[src/core/coss_pkg.sv]
// Package of constants and types for the contact output signal selector
package coss_pkg;

   // Signal type codes for outputs four to six
   typedef enum logic [4:0] {
      COSS_OFF = 5'h01,
      COSS_RUN = 5'h02,
      COSS_MODE = 5'h03,
      COSS_FAULT = 5'h04,
      COSS_WARNING = 5'h05,
      COSS_ALARM = 5'h06,
      COSS_MAINT = 5'h07,
      COSS_CH1_READY = 5'h08,
      COSS_CH2_READY = 5'h09,
      COSS_TEMP_OUT = 5'h0a,
      COSS_EXT_TEMP = 5'h0b,
      COSS_STARTUP = 5'h0c,
      COSS_ANTI_FREEZE = 5'h0d,
      COSS_WARM_UP = 5'h0e,
      COSS_DIN1 = 5'h0f,
      COSS_DIN2 = 5'h10,
      COSS_MODE_REQ = 5'h11,
      COSS_SEL_ALARM = 5'h12,
      COSS_SEL_MAINT = 5'h13
   } coss_type_t;

   // Number of configurable outputs
   localparam int COSS_NOUT = 3;
   // Width of the alarm status vector, bit n is alarm code n
   localparam int COSS_NALARM = 46;
   // Highest listed alarm code
   localparam logic [5:0] COSS_ALARM_MAX = 6'h2d;
   // Alarm codes driven by contact inputs one and two
   localparam int COSS_AL_DIN1 = 30;
   localparam int COSS_AL_DIN2 = 31;
   // Maintenance reminder count and code range
   localparam int COSS_NMAINT = 11;
   localparam logic [3:0] COSS_MAINT_MIN = 4'h1;
   localparam logic [3:0] COSS_MAINT_MAX = 4'ha;
   // Listed alarm codes as a mask (bits 0, 5, 7, 8, 28, 29, 32, 33 absent)
   localparam logic [45:0] COSS_ALARM_LIST = 46'h3ffc_cfff_fe5e;
   // Values after reset
   localparam coss_type_t COSS_TYPE_RST = COSS_OFF;
   localparam logic COSS_NC_RST = 1'b0;
   localparam logic [5:0] COSS_ASEL_RST = 6'h00;
   localparam logic [3:0] COSS_MSEL_RST = 4'h0;

endpackage : coss_pkg

[src/core/coss_source.sv]
// One output's source selection and polarity
`timescale 1ns/1ps
`default_nettype none
module coss_source (
   input wire logic [4:0] sig_type,
   input wire logic nc_form,
   input wire logic [5:0] alarm_sel,
   input wire logic [3:0] maint_sel,
   input wire logic din1,
   input wire logic din2,
   input wire logic din3,
   input wire logic [45:0] alarm_vec,
   input wire logic [10:0] maint_vec,
   input wire logic [10:0] status,
   output logic level
);
   // Raw source before polarity
   logic raw;
   // Selected alarm bit, valid only for listed codes
   wire alarm_hit = (alarm_sel <= coss_pkg::COSS_ALARM_MAX)
                    && coss_pkg::COSS_ALARM_LIST[alarm_sel] && alarm_vec[alarm_sel];
   // Selected reminder bit, valid only for codes one to ten
   wire maint_hit = (maint_sel >= coss_pkg::COSS_MAINT_MIN)
                    && (maint_sel <= coss_pkg::COSS_MAINT_MAX) && maint_vec[maint_sel];

   // Source mux
   always_comb begin
      raw = 1'b0;
      unique case (sig_type)
         coss_pkg::COSS_RUN: raw = status[0];
         coss_pkg::COSS_MODE: raw = status[1];
         coss_pkg::COSS_FAULT: raw = status[2];
         coss_pkg::COSS_WARNING: raw = status[3];
         coss_pkg::COSS_ALARM: raw = status[4];
         coss_pkg::COSS_MAINT: raw = status[5];
         coss_pkg::COSS_CH1_READY: raw = status[6];
         coss_pkg::COSS_CH2_READY: raw = status[7];
         coss_pkg::COSS_TEMP_OUT: raw = status[8];
         coss_pkg::COSS_STARTUP: raw = status[9];
         coss_pkg::COSS_ANTI_FREEZE: raw = status[10];
         coss_pkg::COSS_WARM_UP: raw = maint_vec[0];
         coss_pkg::COSS_DIN1: raw = din1;
         coss_pkg::COSS_DIN2: raw = din2;
         coss_pkg::COSS_MODE_REQ: raw = din3;
         coss_pkg::COSS_SEL_ALARM: raw = alarm_hit;
         coss_pkg::COSS_SEL_MAINT: raw = maint_hit;
         default: raw = 1'b0; // Off, external temp and illegal codes give a low source, open unless normally closed
      endcase
   end

   // Normally closed inverts every source, off included
   assign level = raw ^ nc_form;
endmodule : coss_source
`default_nettype wire

[src/core/coss_top.sv]
// Contact output selector for configurable outputs four to six
// How it works
// Outputs four-six: own type, form; default off/open
// Input one/two pass-through drives output directly
// Normally-closed form inverts the pass-through input
// Type seventeen passes the mode-request input
// Type eighteen follows one selected alarm
// Type nineteen follows one selected maintenance reminder
// Only listed alarm codes one to 45 select
// Alarms thirty, thirty-one follow contact inputs
// Reminder codes one to ten, one per output
// Setting types close contact while setting enabled
`timescale 1ns/1ps
`default_nettype none
module coss_top (
   input wire logic CLK,
   input wire logic RESET_N,
   input wire logic CE,
   input wire logic [14:0] TYPE_CFG,
   input wire logic [2:0] NC_CFG,
   input wire logic [17:0] ALARM_SEL_CFG,
   input wire logic [11:0] MAINT_SEL_CFG,
   input wire logic [2:0] CONTACT_IN,
   input wire logic [45:0] ALARM_IN,
   input wire logic [10:0] MAINT_IN,
   input wire logic [10:0] STATUS_IN,
   input wire logic WARM_UP_IN,
   output logic [2:0] CONTACT_OUT,
   output logic [45:0] ALARM_OUT
);
   // Contact pins come from outside, two flops each
   logic [2:0] din_meta;
   logic [2:0] din_sync;
   // Held configuration per output
   // Highest output index
   localparam int COSS_N_LIM = coss_pkg::COSS_NOUT - 1;
   logic [4:0] sig_type [COSS_N_LIM:0];
   logic [2:0] nc_form;
   logic [5:0] alarm_sel [COSS_N_LIM:0];
   logic [3:0] maint_sel [COSS_N_LIM:0];
   // Combined alarm vector with contact input alarms merged in
   wire [45:0] alarm_all;
   // Per-output selected level
   wire [2:0] next_out;
   // Maintenance vector with warm-up setting on spare bit zero
   wire [10:0] maint_ext = {MAINT_IN[10:1], WARM_UP_IN};

   // Input synchroniser
   always_ff @(posedge CLK) begin
      if (!RESET_N) begin
         din_meta <= 3'h0;
         din_sync <= 3'h0;
      end else if (CE) begin
         din_meta <= CONTACT_IN;
         din_sync <= din_meta;
      end
   end

   // Contact inputs one and two alone raise their alarms; the alarm bus bits are ignored
   assign alarm_all = ALARM_IN
      & ~((46'h1 << coss_pkg::COSS_AL_DIN1) | (46'h1 << coss_pkg::COSS_AL_DIN2))
      | (46'h1 << coss_pkg::COSS_AL_DIN1) & {46{din_sync[0]}}
      | (46'h1 << coss_pkg::COSS_AL_DIN2) & {46{din_sync[1]}};

   // Configuration registers, default off and normally open
   always_ff @(posedge CLK) begin
      if (!RESET_N) begin
         for (int i = 0; i < coss_pkg::COSS_NOUT; i++) begin
            sig_type[i] <= coss_pkg::COSS_TYPE_RST;
            alarm_sel[i] <= coss_pkg::COSS_ASEL_RST;
            maint_sel[i] <= coss_pkg::COSS_MSEL_RST;
         end
         nc_form <= {3{coss_pkg::COSS_NC_RST}};
      end else if (CE) begin
         for (int i = 0; i < coss_pkg::COSS_NOUT; i++) begin
            sig_type[i] <= TYPE_CFG[i*5 +: 5];
            alarm_sel[i] <= ALARM_SEL_CFG[i*6 +: 6];
            maint_sel[i] <= MAINT_SEL_CFG[i*4 +: 4];
         end
         nc_form <= NC_CFG;
      end
   end

   // One selector per output
   genvar g;
   generate
      for (g = 0; g < coss_pkg::COSS_NOUT; g++) begin : g_out
         coss_source u_src (
            .sig_type(sig_type[g]),
            .nc_form(nc_form[g]),
            .alarm_sel(alarm_sel[g]),
            .maint_sel(maint_sel[g]),
            .din1(din_sync[0]),
            .din2(din_sync[1]),
            .din3(din_sync[2]),
            .alarm_vec(alarm_all),
            .maint_vec(maint_ext),
            .status(STATUS_IN),
            .level(next_out[g])
         );
      end
   endgenerate

   // Registered contact drive and alarm status
   always_ff @(posedge CLK) begin
      if (!RESET_N) begin
         CONTACT_OUT <= 3'h0;
         ALARM_OUT <= 46'h0;
      end else if (CE) begin
         CONTACT_OUT <= next_out;
         ALARM_OUT <= alarm_all & coss_pkg::COSS_ALARM_LIST;
      end
   end
endmodule : coss_top
`default_nettype wire

[config.mk]
export PLATFORM = sky130hd
export DESIGN_NAME = coss_top
export DESIGN_NICKNAME = d
export VERILOG_FILES = /design/src/core/coss_pkg.sv /design/src/core/coss_source.sv /design/src/core/coss_top.sv
export SDC_FILE = /design/constraint.sdc
export NUM_CORES = 1
export LEC_CHECK = 0
export BUFFER_PORTS_ARGS = -buffer_cell sky130_fd_sc_hd__clkbuf_2
export CORE_MARGIN = 3
export CORE_UTILIZATION = 50
export CTS_CLUSTER_SIZE = 10
export DETAILED_ROUTE_END_ITERATION = 10
export MAX_ROUTING_LAYER = met4
export PLACE_DENSITY = 0.77
export REMOVE_ABC_BUFFERS = 1
export SYNTH_ARGS = -nofsm -noshare
export SYNTH_HDL_FRONTEND = slang
export SYNTH_SLANG_ARGS = --single-unit
[constraint.sdc]
create_clock -name CLK -period 4.4 [get_ports CLK]
set_input_delay 0.44 -clock CLK [delete_from_list [all_inputs] [get_ports CLK]]
set_output_delay 0.44 -clock CLK [all_outputs]
set_load 0.03 [all_outputs]
==> reports/qor.yml <==
clkLatencyLatePin_ns: 0.35
clk_root_buffer_cell: "sky130_fd_sc_hd__clkbuf_16"
status: "finished clean"
globalRouteOverflowTotal: 0
clock_pin_slew_on_the_worst_setup_and_hold_paths_ns: 0.06
drt_pre_antenna_iters: 5
ws_path_type: "flip-flop to flip-flop"
yosysWarningCount: 0
fraction_of_the_cycle_the_final_worst_path_needs_pct: 63.8
finalWeightedCongestion: 0.897
remaining_drc_errors: 0
route.detailed.vias_per_inst: 5.94
iteration_0_drc_markers: 384
post-route-worst-setup-slack_ns: 1.59
synth_async_sr_flop_share_pct: 0
die_y_um: 116
power.ir.vdd_worst_uv: 236
tritoncts: "done"
cap_viol_max_count: 0
synth.cells.most_frequent: "sky130_fd_sc_hd__mux2i_1, sky130_fd_sc_hd__nor2b_1, sky130_fd_sc_hd__dfxtp_1"
crit_fanout: 19
number_of_buffers_inserted_by_hold_repair_at_cts: 0
post-place-cells: 792
detailroute.via_count: 4802
ys_top_cells_by_area: "sky130_fd_sc_hd__edfxtp_1, sky130_fd_sc_hd__dfxtp_1, sky130_fd_sc_hd__mux2i_1"
number_of_endpoints_failing_setup_at_the_final_stage: 0
critPathArrivalTime_ns: 3.05
worst_hold_slack_ns: 0.354
grt_setup_unrepaired: "false"
grt_pass1_wl_mm: 23.1
fill_cell_total_of_the_finished_layout: 957
ys.flop_type: "sky130_fd_sc_hd__dfxtp_1"
boundaryPins: 172
max_clock_freq_mhz: 356
synthesis.instances: 539
effective_utilization_at_floorplan_pct: 52.0
antenna_found_initial: 0
route.final.wire_length_mm: 15.0
worst_pin_slew_ns: 0.932
cp.required_ns: 4.64
postSynthRegisterBits: 95
cts_setup_buffers: 0
avgRoutedWirePerCell_um: 18.6
globalRouteTotalUtil_pct: 23.0
layout_cells_excl_fill: 808
fin_nets: 783
fraction_of_layout_cells_with_a_size_suffix_above_1_pct: 33.7
power-per-cell-area_nw_per_um2: 330
drtAntennaViolNets: 0
clock_skew_ns: 0.00299
seq_area_frac_synth_pct: 39.1
number_of_global_route_vias_before_repair: 4393
power_leakage_uw: 0.00302
synth_cell_types: 69
yosysTopAreaCellShare_pct: 22.5
layout-area-overhead-vs-synth_pct: 15.9
synth_enable_flop_cells: 45
critical_path.startpoint_type: "flip-flop"
place.detailed.hpwl_mm: 11.3
fin_crit_ns: 2.81
grt_start_max_net_pins: 94
most_instantiated_library_cell_after_synthesis: "sky130_fd_sc_hd__mux2i_1"
slew_viol_final: 0
cts-htree-levels: 3
cts.repair.resized: 0
die_area_sq_um: 13400
dp_worst_setup_slack_ns: 1.64
antennaDiodeCount: 0
die_width_um: 116
hp-class: "input port to flip-flop"
tritoncts_num_sinks: 95
syn-mean-instance-area_sq_um: 11.2
finalSetupTns_ns: 0
worstSetupEndpointType: "flip-flop"
port_buffers: 158
fp.coreArea_sq_um: 11600
postLayoutCoreUtil_pct: 60.3
numCtsBuffers: 9
clock_path_buffers: 2
slew_headroom_pct: 37.8
synth_top_cell_by_area: "sky130_fd_sc_hd__edfxtp_1"
rows: 39
synthesis.area_sq_um: 6010
finalHoldViolCount: 0
==> power by group <==
group,internal [uW],switching (uW),leakage (uW)
combinational,227,227,0.00198
clock,418,338,0.000143
sequential,992,99.8,0.000892
total,1640,665,0.00302
==> metal layers <==
metal / routed length, um / vias to the layer above / track usage [%]
met3: 1040 / 16 / 4.70
li1: - / 2276 / -
met4: 184 / 0 / 6.73
met1: 6910 / 2328 / 33.2
met5: 0 / - / -
met2: 6890 / 182 / 32.8
==> layout make-up <==
type,count,area (sq um),share of cell area (%)
clock buffers,11,253,3.63
clock inverters,5,37.5,0.539
inverters,10,37.5,0.539
multi-input cells,383,3300,47.3
well taps,143,179,2.57
flip-flops and latches,95,2350,33.7
repair buffers,161,816,11.7
==> registers in the layout (all words and copies together), names as in the netlist <==
register,flops
ALARM_OUT,38
nc_form,3
CONTACT_OUT,3
din_sync,3
din_meta,3
alarm_sel,18
sig_type,15
maint_sel,12
==> cells by family (layout without fill, tap and decap cells) <==
kind of cell    after synthesis  after routing  synth area share [%]
flops                        95             95                  39.1
compound gates               67             67                  8.55
simple gates                190            190                  19.9
xor+xnor                      2              2                 0.291
other cells                   1              8                0.0623
buf+inv                      68            187                  6.53
mux                         116            116                  25.6
==> critical path, cell delays in order (launching register included) <==
cell                        delay, ns
sky130_fd_sc_hd__edfxtp_1        0.83
sky130_fd_sc_hd__mux2_1          0.37
sky130_fd_sc_hd__a2111oi_0       0.55
sky130_fd_sc_hd__or4_1           0.22
sky130_fd_sc_hd__a211oi_2        0.07
sky130_fd_sc_hd__nor4_2          0.41
sky130_fd_sc_hd__xor2_1          0.18
sky130_fd_sc_hd__o21ai_1         0.06
==> path summary, 6_finish.rpt <==
kind / slack [ns] / endpoint / cells past startpoint / start
max: 1.59 / CONTACT_OUT[1]$_SDFFE_PN0P_ / 7 / alarm_sel[0][8]$_SDFFCE_PN0P_
min: 0.35 / nc_form[1]$_SDFFE_PN0P_ / 3 / NC_CFG[1]
max reg2reg: 1.59 / CONTACT_OUT[1]$_SDFFE_PN0P_ / 7 / alarm_sel[0][8]$_SDFFCE_PN0P_
min reg2reg: 0.45 / CONTACT_OUT[1]$_SDFFE_PN0P_ / 2 / CONTACT_OUT[1]$_SDFFE_PN0P_
==> cells in the final DEF, fill, tap and decap left out, types with 6 or more instances in the layout <==
cell,count
sky130_fd_sc_hd__clkbuf_2,157
sky130_fd_sc_hd__mux2i_1,73
sky130_fd_sc_hd__nor2b_1,57
sky130_fd_sc_hd__dfxtp_1,50
sky130_fd_sc_hd__edfxtp_1,45
sky130_fd_sc_hd__and3_1,44
sky130_fd_sc_hd__mux4_2,26
sky130_fd_sc_hd__nand2_1,18
sky130_fd_sc_hd__inv_1,10
sky130_fd_sc_hd__nand3b_1,10
sky130_fd_sc_hd__mux2_1,9
sky130_fd_sc_hd__nor2_1,9
sky130_fd_sc_hd__clkbuf_16,9
sky130_fd_sc_hd__conb_1,8
sky130_fd_sc_hd__o211ai_1,7
sky130_fd_sc_hd__a21oi_1,7
sky130_fd_sc_hd__nand2b_1,6
sky130_fd_sc_hd__or2_2,6
sky130_fd_sc_hd__mux2_2,6
sky130_fd_sc_hd__nor3_1,6
==> metrics by stage <==
stage                     cell area, sq um  total power, uW
after floorplan                       5690             1370
after CTS                             6970             2320
final                                 6970             2300
after global routing                  6970             2400
after global placement                6680             1550
after detailed placement              6680             1560
(Power assumes the default switching activity.)
